==> config.mk <==
export PLATFORM = sky130hd
export DESIGN_NAME = rbr_remap
export DESIGN_NICKNAME = d
export VERILOG_FILES = /design/src/hdl/rbr_pkg.sv /design/src/hdl/rbr_remap.sv /design/src/hdl/rbr_decode.sv
export VERILOG_INCLUDE_DIRS = /design/src /design/src/hdl
export SDC_FILE = /design/constraint.sdc
export NUM_CORES = 1
export LEC_CHECK = 0
export BUFFER_PORTS_ARGS = -buffer_cell sky130_fd_sc_hd__buf_2
export CORE_ASPECT_RATIO = 0.7
export CORE_MARGIN = 2
export CORE_UTILIZATION = 35
export DETAILED_ROUTE_END_ITERATION = 6
export PLACE_DENSITY_LB_ADDON = 0.05
export REMOVE_ABC_BUFFERS = 1
export SLEW_MARGIN = 10
export SYNTH_ARGS = -nofsm -noshare
export SYNTH_HDL_FRONTEND = slang
export SYNTH_SLANG_ARGS = --single-unit
==> constraint.sdc <==
create_clock -name sys_clk -period 2.7 [get_ports sys_clk]
set_input_delay 0 -clock sys_clk [delete_from_list [all_inputs] [get_ports sys_clk]]
set_output_delay 0 -clock sys_clk [all_outputs]
set_load 0.02 [all_outputs]
==> src/hdl/rbr_map.svh <==
`ifndef RBR_MAP_SVH
`define RBR_MAP_SVH
`define RBR_OFS_BRIDGE_ADDR 8'h06
`define RBR_OFS_BRIDGE_ALIAS 8'h07
`define RBR_OFS_TARGET_ADDR 8'h08
`define RBR_OFS_TARGET_ALIAS 8'h09
`define RBR_OFS_STATUS 8'h0A
`define RBR_HOLD_BIT 0
`define RBR_RST_REG 8'h00
`define RBR_RST_ADDR 7'h00
`define RBR_ADDR_MSB 7
`define RBR_ADDR_LSB 1
`endif

==> src/hdl/rbr_pkg.sv <==
package rbr_pkg;
  typedef logic [6:0] rbr_addr_t;
  typedef logic [7:0] rbr_byte_t;
  typedef enum logic [1:0] {
    RBR_SEL_NONE = 2'b00,
    RBR_SEL_BRIDGE = 2'b01,
    RBR_SEL_TARGET = 2'b10
  } rbr_sel_t;
endpackage

==> src/hdl/rbr_remap.sv <==
// The strobed register port was chosen for this implementation.
`timescale 1ns/10ps
`default_nettype none
`include "rbr_map.svh"
module rbr_remap (
  input wire logic sys_clk,
  input wire logic sys_rst,
  input wire rbr_pkg::rbr_byte_t reg_addr,
  input wire rbr_pkg::rbr_byte_t reg_wdata,
  input wire logic reg_wr,
  input wire logic reg_rd,
  output rbr_pkg::rbr_byte_t reg_rdata,
  input wire logic rx_lock,
  input wire logic learn_valid,
  input wire rbr_pkg::rbr_addr_t learn_addr,
  input wire logic req_valid,
  input wire rbr_pkg::rbr_addr_t req_addr,
  input wire logic req_rnw,
  output logic fwd_valid,
  output rbr_pkg::rbr_addr_t fwd_addr,
  output logic fwd_rnw,
  output logic req_reject
);
  import rbr_pkg::*;
  rbr_addr_t bridge_addr;
  logic hold_learned_address;
  rbr_addr_t bridge_alias;
  rbr_addr_t target_addr;
  rbr_addr_t target_alias;
  logic learned_once;
  rbr_sel_t sel;
  rbr_addr_t next_fwd_addr;
  logic next_ok;
  logic bridge_wr;
  logic learn_take;
  rbr_addr_t wr_field;

  function automatic rbr_addr_t addr_field(input rbr_byte_t b);
    addr_field = b[`RBR_ADDR_MSB:`RBR_ADDR_LSB];
  endfunction

  function automatic rbr_byte_t read_word(input rbr_addr_t a, input logic low);
    read_word = {a, low};
  endfunction

  rbr_decode u_decode (
    .req_addr(req_addr),
    .bridge_alias(bridge_alias),
    .target_alias(target_alias),
    .sel(sel)
  );

  assign wr_field = addr_field(reg_wdata);
  assign bridge_wr = reg_wr && (reg_addr == `RBR_OFS_BRIDGE_ADDR);

  assign learn_take = rx_lock && learn_valid && !hold_learned_address && !bridge_wr;

  always_ff @(posedge sys_clk) begin
    if (sys_rst) begin
      bridge_addr <= `RBR_RST_ADDR;
    end else if (bridge_wr) begin
      bridge_addr <= wr_field;
    end else if (learn_take) begin
      bridge_addr <= learn_addr;
    end
  end

  always_ff @(posedge sys_clk) begin
    if (sys_rst) begin
      hold_learned_address <= 1'b0;
    end else if (bridge_wr) begin
      hold_learned_address <= reg_wdata[`RBR_HOLD_BIT];
    end
  end

  always_ff @(posedge sys_clk) begin
    if (sys_rst) begin
      learned_once <= 1'b0;
    end else if (learn_take) begin
      learned_once <= 1'b1;
    end
  end

  always_ff @(posedge sys_clk) begin
    if (sys_rst) begin
      bridge_alias <= 7'h00;
      target_addr <= 7'h00;
      target_alias <= 7'h00;
    end else if (reg_wr) begin
      case (reg_addr)
        `RBR_OFS_BRIDGE_ALIAS: begin
          bridge_alias <= wr_field;
        end
        `RBR_OFS_TARGET_ADDR: begin
          target_addr <= wr_field;
        end
        `RBR_OFS_TARGET_ALIAS: begin
          target_alias <= wr_field;
        end
        default: begin
        end
      endcase
    end
  end

  always_ff @(posedge sys_clk) begin
    if (sys_rst) begin
      reg_rdata <= `RBR_RST_REG;
    end else if (reg_rd) begin
      case (reg_addr)
        `RBR_OFS_BRIDGE_ADDR: reg_rdata <= read_word(bridge_addr, hold_learned_address);
        `RBR_OFS_BRIDGE_ALIAS: reg_rdata <= read_word(bridge_alias, 1'b0);
        `RBR_OFS_TARGET_ADDR: reg_rdata <= read_word(target_addr, 1'b0);
        `RBR_OFS_TARGET_ALIAS: reg_rdata <= read_word(target_alias, 1'b0);
        `RBR_OFS_STATUS: reg_rdata <= {6'h00, learned_once, rx_lock};
        default: reg_rdata <= 8'h00;
      endcase
    end else begin
      reg_rdata <= 8'h00;
    end
  end

  always_comb begin
    next_fwd_addr = 7'h00;
    next_ok = 1'b0;
    case (sel)
      RBR_SEL_BRIDGE: begin
        next_fwd_addr = bridge_addr;
        next_ok = (bridge_addr != 7'h00);
      end
      RBR_SEL_TARGET: begin
        next_fwd_addr = target_addr;
        next_ok = (target_addr != 7'h00);
      end
      default: begin
        next_fwd_addr = 7'h00;
        next_ok = 1'b0;
      end
    endcase
  end

  always_ff @(posedge sys_clk) begin
    if (sys_rst) begin
      fwd_valid <= 1'b0;
    end else begin
      fwd_valid <= req_valid && next_ok;
    end
  end

  always_ff @(posedge sys_clk) begin
    if (sys_rst) begin
      req_reject <= 1'b0;
    end else begin
      req_reject <= req_valid && (sel != RBR_SEL_NONE) && !next_ok;
    end
  end

  always_ff @(posedge sys_clk) begin
    if (sys_rst) begin
      fwd_addr <= `RBR_RST_ADDR;
      fwd_rnw <= 1'b0;
    end else if (req_valid && next_ok) begin
      fwd_addr <= next_fwd_addr;
      fwd_rnw <= req_rnw;
    end
  end

  zero_bridge_a: assert property (@(posedge sys_clk) disable iff (sys_rst)
    req_valid && sel == RBR_SEL_BRIDGE && bridge_addr == 7'h00 |=> !fwd_valid && req_reject)
    else $error("forward with zero bridge address");
  bridge_learn_a: assert property (@(posedge sys_clk) disable iff (sys_rst)
    rx_lock && learn_valid && !hold_learned_address && !reg_wr |=> bridge_addr == $past(learn_addr))
    else $error("learned address not loaded");
  hold_keeps_a: assert property (@(posedge sys_clk) disable iff (sys_rst)
    hold_learned_address && !reg_wr |=> $stable(bridge_addr))
    else $error("held address changed");
  bridge_remap_a: assert property (@(posedge sys_clk) disable iff (sys_rst)
    req_valid && sel == RBR_SEL_BRIDGE && bridge_addr != 7'h00 |=> fwd_valid && fwd_addr == $past(bridge_addr))
    else $error("bridge remap wrong");
  target_remap_a: assert property (@(posedge sys_clk) disable iff (sys_rst)
    req_valid && sel == RBR_SEL_TARGET && target_addr != 7'h00 |=> fwd_valid && fwd_addr == $past(target_addr))
    else $error("target remap wrong");
  zero_target_a: assert property (@(posedge sys_clk) disable iff (sys_rst)
    req_valid && sel == RBR_SEL_TARGET && target_addr == 7'h00 |=> !fwd_valid)
    else $error("forward with zero target");
  alias_zero_a: assert property (@(posedge sys_clk) disable iff (sys_rst)
    target_alias == 7'h00 && bridge_alias == 7'h00 |-> sel == RBR_SEL_NONE)
    else $error("zero alias matched");
  no_match_a: assert property (@(posedge sys_clk) disable iff (sys_rst)
    req_valid && sel == RBR_SEL_NONE |=> !fwd_valid && !req_reject)
    else $error("unmatched forwarded");
  read_bridge_a: assert property (@(posedge sys_clk) disable iff (sys_rst)
    reg_rd && reg_addr == `RBR_OFS_BRIDGE_ADDR |=> reg_rdata == {$past(bridge_addr), $past(hold_learned_address)})
    else $error("bridge readback wrong");

  write_field_a: assert property (@(posedge sys_clk) disable iff (sys_rst)
    bridge_wr |=> bridge_addr == $past(reg_wdata[7:1]))
    else $error("written address not stored");
  hold_write_a: assert property (@(posedge sys_clk) disable iff (sys_rst)
    bridge_wr |=> hold_learned_address == $past(reg_wdata[0]))
    else $error("hold bit not stored");
  write_wins_a: assert property (@(posedge sys_clk) disable iff (sys_rst)
    bridge_wr && rx_lock && learn_valid |=> bridge_addr == $past(reg_wdata[7:1]))
    else $error("learn beat a write");
  hold_only_a: assert property (@(posedge sys_clk) disable iff (sys_rst)
    !bridge_wr |=> $stable(hold_learned_address))
    else $error("hold bit changed without write");
  no_lock_a: assert property (@(posedge sys_clk) disable iff (sys_rst)
    !rx_lock && !bridge_wr |=> $stable(bridge_addr))
    else $error("address changed without lock");
  no_pulse_a: assert property (@(posedge sys_clk) disable iff (sys_rst)
    !learn_valid && !bridge_wr |=> $stable(bridge_addr))
    else $error("address changed without learn pulse");
  learned_flag_a: assert property (@(posedge sys_clk) disable iff (sys_rst)
    learn_take |=> learned_once)
    else $error("learn not recorded");
  status_read_a: assert property (@(posedge sys_clk) disable iff (sys_rst)
    reg_rd && reg_addr == `RBR_OFS_STATUS |=>
      reg_rdata == {6'h00, $past(learned_once), $past(rx_lock)})
    else $error("status readback wrong");

  alias_write_a: assert property (@(posedge sys_clk) disable iff (sys_rst)
    reg_wr && reg_addr == `RBR_OFS_BRIDGE_ALIAS |=> bridge_alias == $past(reg_wdata[7:1]))
    else $error("bridge alias not stored");
  taddr_write_a: assert property (@(posedge sys_clk) disable iff (sys_rst)
    reg_wr && reg_addr == `RBR_OFS_TARGET_ADDR |=> target_addr == $past(reg_wdata[7:1]))
    else $error("target address not stored");
  talias_write_a: assert property (@(posedge sys_clk) disable iff (sys_rst)
    reg_wr && reg_addr == `RBR_OFS_TARGET_ALIAS |=> target_alias == $past(reg_wdata[7:1]))
    else $error("target alias not stored");
  other_write_a: assert property (@(posedge sys_clk) disable iff (sys_rst)
    reg_wr && reg_addr > `RBR_OFS_TARGET_ALIAS |=>
      $stable(bridge_alias) && $stable(target_addr) && $stable(target_alias))
    else $error("unmapped write changed a field");
  read_alias_a: assert property (@(posedge sys_clk) disable iff (sys_rst)
    reg_rd && reg_addr == `RBR_OFS_BRIDGE_ALIAS |=> reg_rdata == {$past(bridge_alias), 1'b0})
    else $error("bridge alias readback wrong");
  read_taddr_a: assert property (@(posedge sys_clk) disable iff (sys_rst)
    reg_rd && reg_addr == `RBR_OFS_TARGET_ADDR |=> reg_rdata == {$past(target_addr), 1'b0})
    else $error("target address readback wrong");
  read_talias_a: assert property (@(posedge sys_clk) disable iff (sys_rst)
    reg_rd && reg_addr == `RBR_OFS_TARGET_ALIAS |=> reg_rdata == {$past(target_alias), 1'b0})
    else $error("target alias readback wrong");
  rdata_idle_a: assert property (@(posedge sys_clk) disable iff (sys_rst)
    !reg_rd |=> reg_rdata == 8'h00)
    else $error("read data without read");

  bridge_first_a: assert property (@(posedge sys_clk) disable iff (sys_rst)
    bridge_alias != 7'h00 && req_addr == bridge_alias |-> sel == RBR_SEL_BRIDGE)
    else $error("bridge alias not decoded");
  bridge_off_a: assert property (@(posedge sys_clk) disable iff (sys_rst)
    bridge_alias == 7'h00 |-> sel != RBR_SEL_BRIDGE)
    else $error("zero bridge alias decoded");
  target_hit_a: assert property (@(posedge sys_clk) disable iff (sys_rst)
    target_alias != 7'h00 && req_addr == target_alias && req_addr != bridge_alias
      |-> sel == RBR_SEL_TARGET)
    else $error("target alias not decoded");
  target_off_a: assert property (@(posedge sys_clk) disable iff (sys_rst)
    target_alias == 7'h00 |-> sel != RBR_SEL_TARGET)
    else $error("zero target alias decoded");
  miss_none_a: assert property (@(posedge sys_clk) disable iff (sys_rst)
    req_addr != bridge_alias && req_addr != target_alias |-> sel == RBR_SEL_NONE)
    else $error("unmatched address decoded");

  rnw_pass_a: assert property (@(posedge sys_clk) disable iff (sys_rst)
    req_valid && sel != RBR_SEL_NONE && next_ok |=> fwd_rnw == $past(req_rnw))
    else $error("direction not forwarded");
  quiet_idle_a: assert property (@(posedge sys_clk) disable iff (sys_rst)
    !req_valid |=> !fwd_valid && !req_reject)
    else $error("output without request");
  reject_excl_a: assert property (@(posedge sys_clk) disable iff (sys_rst)
    req_reject |-> !fwd_valid)
    else $error("reject and forward together");
  zero_target_rej_a: assert property (@(posedge sys_clk) disable iff (sys_rst)
    req_valid && sel == RBR_SEL_TARGET && target_addr == 7'h00 |=> req_reject)
    else $error("zero target not rejected");
  bridge_ok_a: assert property (@(posedge sys_clk) disable iff (sys_rst)
    req_valid && sel == RBR_SEL_BRIDGE && bridge_addr != 7'h00 |=> !req_reject)
    else $error("valid bridge rejected");
  fwd_hold_a: assert property (@(posedge sys_clk) disable iff (sys_rst)
    !(req_valid && next_ok) |=> $stable(fwd_addr) && $stable(fwd_rnw))
    else $error("forward fields changed");

  bridge_fwd_c: cover property (@(posedge sys_clk) req_valid && sel == RBR_SEL_BRIDGE ##1 fwd_valid);
  target_fwd_c: cover property (@(posedge sys_clk) req_valid && sel == RBR_SEL_TARGET ##1 fwd_valid);
  learn_c: cover property (@(posedge sys_clk) rx_lock && learn_valid && !hold_learned_address);
  reject_c: cover property (@(posedge sys_clk) req_reject);
  hold_c: cover property (@(posedge sys_clk) hold_learned_address && rx_lock && learn_valid);
endmodule
`default_nettype wire

==> src/hdl/rbr_decode.sv <==
`timescale 1ns/10ps
`default_nettype none
module rbr_decode (
  input wire rbr_pkg::rbr_addr_t req_addr,
  input wire rbr_pkg::rbr_addr_t bridge_alias,
  input wire rbr_pkg::rbr_addr_t target_alias,
  output rbr_pkg::rbr_sel_t sel
);
  import rbr_pkg::*;
  function automatic logic alias_hit(input rbr_addr_t a, input rbr_addr_t al);
    alias_hit = (al != 7'h00) && (a == al);
  endfunction
  always_comb begin
    sel = RBR_SEL_NONE;
    if (alias_hit(req_addr, bridge_alias)) begin
      sel = RBR_SEL_BRIDGE;
    end else if (alias_hit(req_addr, target_alias)) begin
      sel = RBR_SEL_TARGET;
    end
  end
endmodule
`default_nettype wire

# After elaboration in Yosys (flattened, before gate mapping)
# Cells that the tools add are included.
# totals
ff_bits	48
latchBits	0
ram_bits	0
rom_bits	0
in_bits	38
output_inout_bits	18
word_cells	50
mem_count	0
# classes
addsub	0
multipliers	0
div_mod_pow	0
order_cmp	0
eq_ne	9
shift	0
n_mux	7
bitwise	1
reduce_logical	22
# op_table
op	n
8-bit one-hot mux with 5 select lines	1
7-bit nonzero test	4
8-bit by 4-bit equality test with 1-bit output (second input constant)	3
8-bit by 3-bit equality test with 1-bit output (second input constant)	2
7-bit equality test	2
7-bit two-way mux	2
7-bit one-hot mux with 2 select lines	1
1-bit logical AND	9
2-bit AND reduction	3
2-bit two-way mux	2
2-bit nonzero test	2
1-bit zero test	3
2-bit by 1-bit equality test with 1-bit output (second input constant)	1
2-bit equality test (second input constant)	1
1-bit one-hot mux with 2 select lines	1
2-bit OR reduction	1
1-bit inverter	1

# Depth between registers and ports, before layout
# logic_depth
ltp_word	8
depth_mapped	8
mapped_depth_nobuf	6

# Hierarchy
# From an unflattened synthesis, not the netlist that was laid out.
# unflattened
cells_unflattened	255
area_unflattened_um2	2374.8
# modules_own_cells
mod	instances	cells_each	area_per_inst_um2	seq_area_each_um2
rbr_remap	1	230	2172.1	960.9
rbr_decode	1	25	202.7	0.0

# Least setup slack after synthesis
# OpenSTA, ideal clock, no wires.
# synth_path
kind	flip-flop to flip-flop
from	register target_addr[3]
to	register fwd_rnw
setup_ns	0.128
arrival_time_ns	2.082
required_time_ns	2.572
setup_slack_ns	0.490
path_stages_with_launch	8
n_path_buf	1
synth_period_minus_slack_ns	2.210
path_cell_list	dfxtp_1 or4_1 or4_1 and3_4 a32oi_4 buf_6 mux2i_1 nor2_1
# synth_between
elab_chain_cells	3
# synth_rtl
item	line	text
start: declaration	rbr_remap.sv:28	rbr_addr_t target_addr;
start signal: assignment	rbr_remap.sv:95	target_addr <= wr_field;
7-bit nonzero test	rbr_remap.sv:133	next_ok = (target_addr != 7'h00);
1-bit one-hot mux with 2 select lines	rbr_remap.sv:126	case (sel)
1-bit logical AND	rbr_remap.sv:162	end else if (req_valid && next_ok) begin
end signal: assignment	rbr_remap.sv:164	fwd_rnw <= req_rnw;
end: declaration	rbr_remap.sv:21	output logic fwd_rnw,
# Every way passes these cells.
# A chain may end at the register's enable or synchronous reset.

# Worst setup path after layout
# layout_path
from	register target_addr[4]
to	register fwd_addr[3]
# layout_between
elab_chain_cells	3
# layout_rtl
item	line	text
7-bit nonzero test	rbr_remap.sv:133	
1-bit one-hot mux with 2 select lines	rbr_remap.sv:126	
1-bit logical AND	rbr_remap.sv:162	
end signal: assignment	rbr_remap.sv:160	fwd_addr <= `RBR_RST_ADDR;
end signal: assignment	rbr_remap.sv:163	fwd_addr <= next_fwd_addr;
end: declaration	rbr_remap.sv:20	output rbr_pkg::rbr_addr_t fwd_addr,
# Every way passes these cells.

==> metrics.txt <==
setup slack, reg-to-reg=0.24 ns; Vias/cell=5.43; routability cong.=0.802; Leak=1.10 nW; RSZ-0062 raised after global routing=no; Slew headroom=62.7%; worst hold path depth=3; syn avg cell area=8.53 µm²; Primary FF master, synth=dfxtp_1; Sw Share=23.6%; Reg power frac=52.9%; Hold WS=0.0208 ns; final wirelength=6920 µm; most crowded layer after global routing=met1; Crit. End Element=flop; share of layout cells above drive strength 1=23.3%; vias in the first global route=2101; largest net degree at the start of global routing=41; Max clock buf depth=2; r2r worst-path depth=6; Final Power=0.00136 W; DRC=0; die width=99.7 µm; H-tree depth=2; Worst-path clk slew=0.10 ns; share of the synthesized area in the top cell type=42.9%; DRT iter0 DRCs=109; core area=6220 µm²; Fin. Hold Viols=0; # rows=24; Final Max Slew Viols=0; critical path's largest stage delay=0.54 ns; worst hold start=learn_addr[4]; Final Core Density=45.2%; Clock Latency Late Sink=0.31 ns; worst min path class=in -> reg; DR vias=2195; # IOs=56; Max Freq=0.407 GHz; Die ar.=7070 µm²; Worst-Margin Slew=0.557 ns; post-synthesis sequential area ratio=42.9%; VDD IR max=196 µV; setup TNS=0 ns; M1 GR Usage=31.2%; Syn Inst Count=263; Placed Cells=386; clock network power share=38.9%; clock sink total=48; Clock Skew=0.00939 ns; Internal=0.00104 W; GRT Util Overall=20.7%; Setup Viol. Count Final=0; M3 GR Usage=3.66%; Hold EP=bridge_addr[4]; Root Driver=clkbuf_8; worst r2r src=target_addr[4]; distinct cell type count after synthesis=32; global route overflow=0; R2R Path End=fwd_addr[3]; top post-synthesis cells by area=dfxtp_1 43%, a21oi_1 7.8%, nand2_1 5.9%, nand3_1 5.1%, xor2_1 3.9%; area leader, netlist=dfxtp_1; number of synthesized flops with an enable pin=0; Yosys reg bits=48; count leader, synth=dfxtp_1; synth warn=0; status=completed; met2 GRT Util=30.6%; area grow syn2layout=25.2%; Diodes inserted=0; first-pass GRT wire length=11300 µm; nets@finish=363; die span in y=71.0 µm; CP startpoint kind=flop; drt wl/cell=17.1 µm; WP data required=2.93 ns; initial antenna violation count=0; number of buffers created by CTS=5; async set-reset flop share out of synthesis=0%; Max Cap Viol=0; initial core utilization=36.1%; critical-path maximum fanout=15; most common library cells after synthesis=48 x dfxtp_1, 35 x a21oi_1, 35 x nand2_1, 23 x nand3_1, 13 x clkbuf_1; Final ANT Viol Nets=0; Non-Filler Instances=404; period utilization=91.0%; slowest CP cell=or4_1; WP data arrival=2.68 ns; TritonCTS clock tree=done; critical path class=reg -> reg; Cell Chain, Critical Path=or4_1, or4_1, and3_4, a32oi_4, a221oi_1, a211oi_1; PwrDens=486 nW/µm²; crit path time final=2.46 ns; PortBufs=55; logic gate share of total power=8.2%; CP dominant cell by count=or4_1; net switching power=0.000323 W; TritonRoute pass-1 iters=5; synthesized area=2240 µm²; Post-DP HPWL=5010 µm
## cell families (layout without fill, tap and decap cells)
family | after synthesis | after routing | share of synthesized area, %
compound gates | 64 | 64 | 19.9
xor+xnor | 14 | 14 | 5.47
buf+inv | 21 | 84 | 3.96
flops | 48 | 48 | 42.9
mux | 8 | 8 | 3.57
simple gates | 108 | 108 | 24.2
## sequential cells by signal, summed over array words and instances, names as in the netlist
name and count:
req_reject 1, reg_rdata 8, fwd_rnw 1, bridge_alias 7, hold_learned_address 1, target_alias 7
fwd_addr 7, learned_once 1, bridge_addr 7, fwd_valid 1, target_addr 7
## critical path: cells and delay by family (launching register included)
family | cells | cell delay (ns)
DFF | 1 | 0.35
and+or+nand+nor | 3 | 1.18
AOI/OAI and AO/OA | 3 | 0.83
## placed cells by master, fill, tap and decap left out, drive strengths merged, types with 2 or more instances in the layout
cell type    Yosys  layout
a21oi           35      35
dfxtp           48      48
inv              4       4
clkbuf          13       6
nand3b           2       2
nor3b            2       2
mux2i            8       8
dlygate4sd3      0      10
or4              4       4
xor2            10      10
nor4             7       7
a222oi           6       6
nand3           23      23
nor3             9       9
a211oi          11      11
xnor2            4       4
a22oi            4       4
nand2           35      35
a221oi           7       7
buf              4      62
and3             3       3
nor2            12      12
nor2b            6       6
## routing by layer
layer | wire length (µm) | share of wire (%) | up-vias
met1 | 3470 | 50 | 1033
met3 | 335 | 4.8 | 8
li1 | - | - | 1086
met2 | 3040 | 44 | 68
met5 | 0 | 0 | -
met4 | 72 | 1.0 | 0
## worst max-delay path by stage
stage,to,slack (ns),cells past startpoint,start
2_1_floorplan,target_addr[0],0.37,5,reg_addr[5]
3_3_place_gp,fwd_rnw,0.32,6,target_addr[3]
3_5_place_dp,fwd_addr[4],0.26,6,target_addr[3]
4_1_cts,fwd_addr[4],0.24,6,target_addr[4]
5_1_grt,fwd_addr[3],0.06,6,target_addr[4]
6_report,fwd_addr[3],0.24,6,target_addr[4]
## final cells by class
type / instances / area [µm²]
inverters: 4 / 15.0
fillers: 647 / 3410
well taps: 78 / 97.6
repair buffers: 72 / 428
flip-flops and latches: 48 / 961
multi-input cells: 194 / 1200
clock buffers: 6 / 72.6
clock inverters: 2 / 35.0
## power groups by stage
stage                     combinational, W  sequential [W]  clock [W]
after floorplan                  0.0000352        0.000735          0
after global placement            0.000101        0.000739          0
after detailed placement          0.000101        0.000738          0
after CTS                         0.000112        0.000722   0.000541
after global routing              0.000123        0.000723   0.000561
final                             0.000112        0.000722   0.000531
## repair_timing
action | 4_1_cts | 5_1_grt
buffers inserted | 0 | 0
endpoints found under the hold margin | 23 | 0
gates resized for setup | 0 | 0
hold buffers | 10 | 0
## per-stage QoR
step	worst slack, ns	instance area (µm²)
2_1_floorplan	0.374	2170
3_3_place_gp	0.322	2600
3_5_place_dp	0.263	2600
4_1_cts	0.241	2810
5_1_grt	0.0633	2810
6_report	0.242	2810
(Power assumes the default switching activity.)
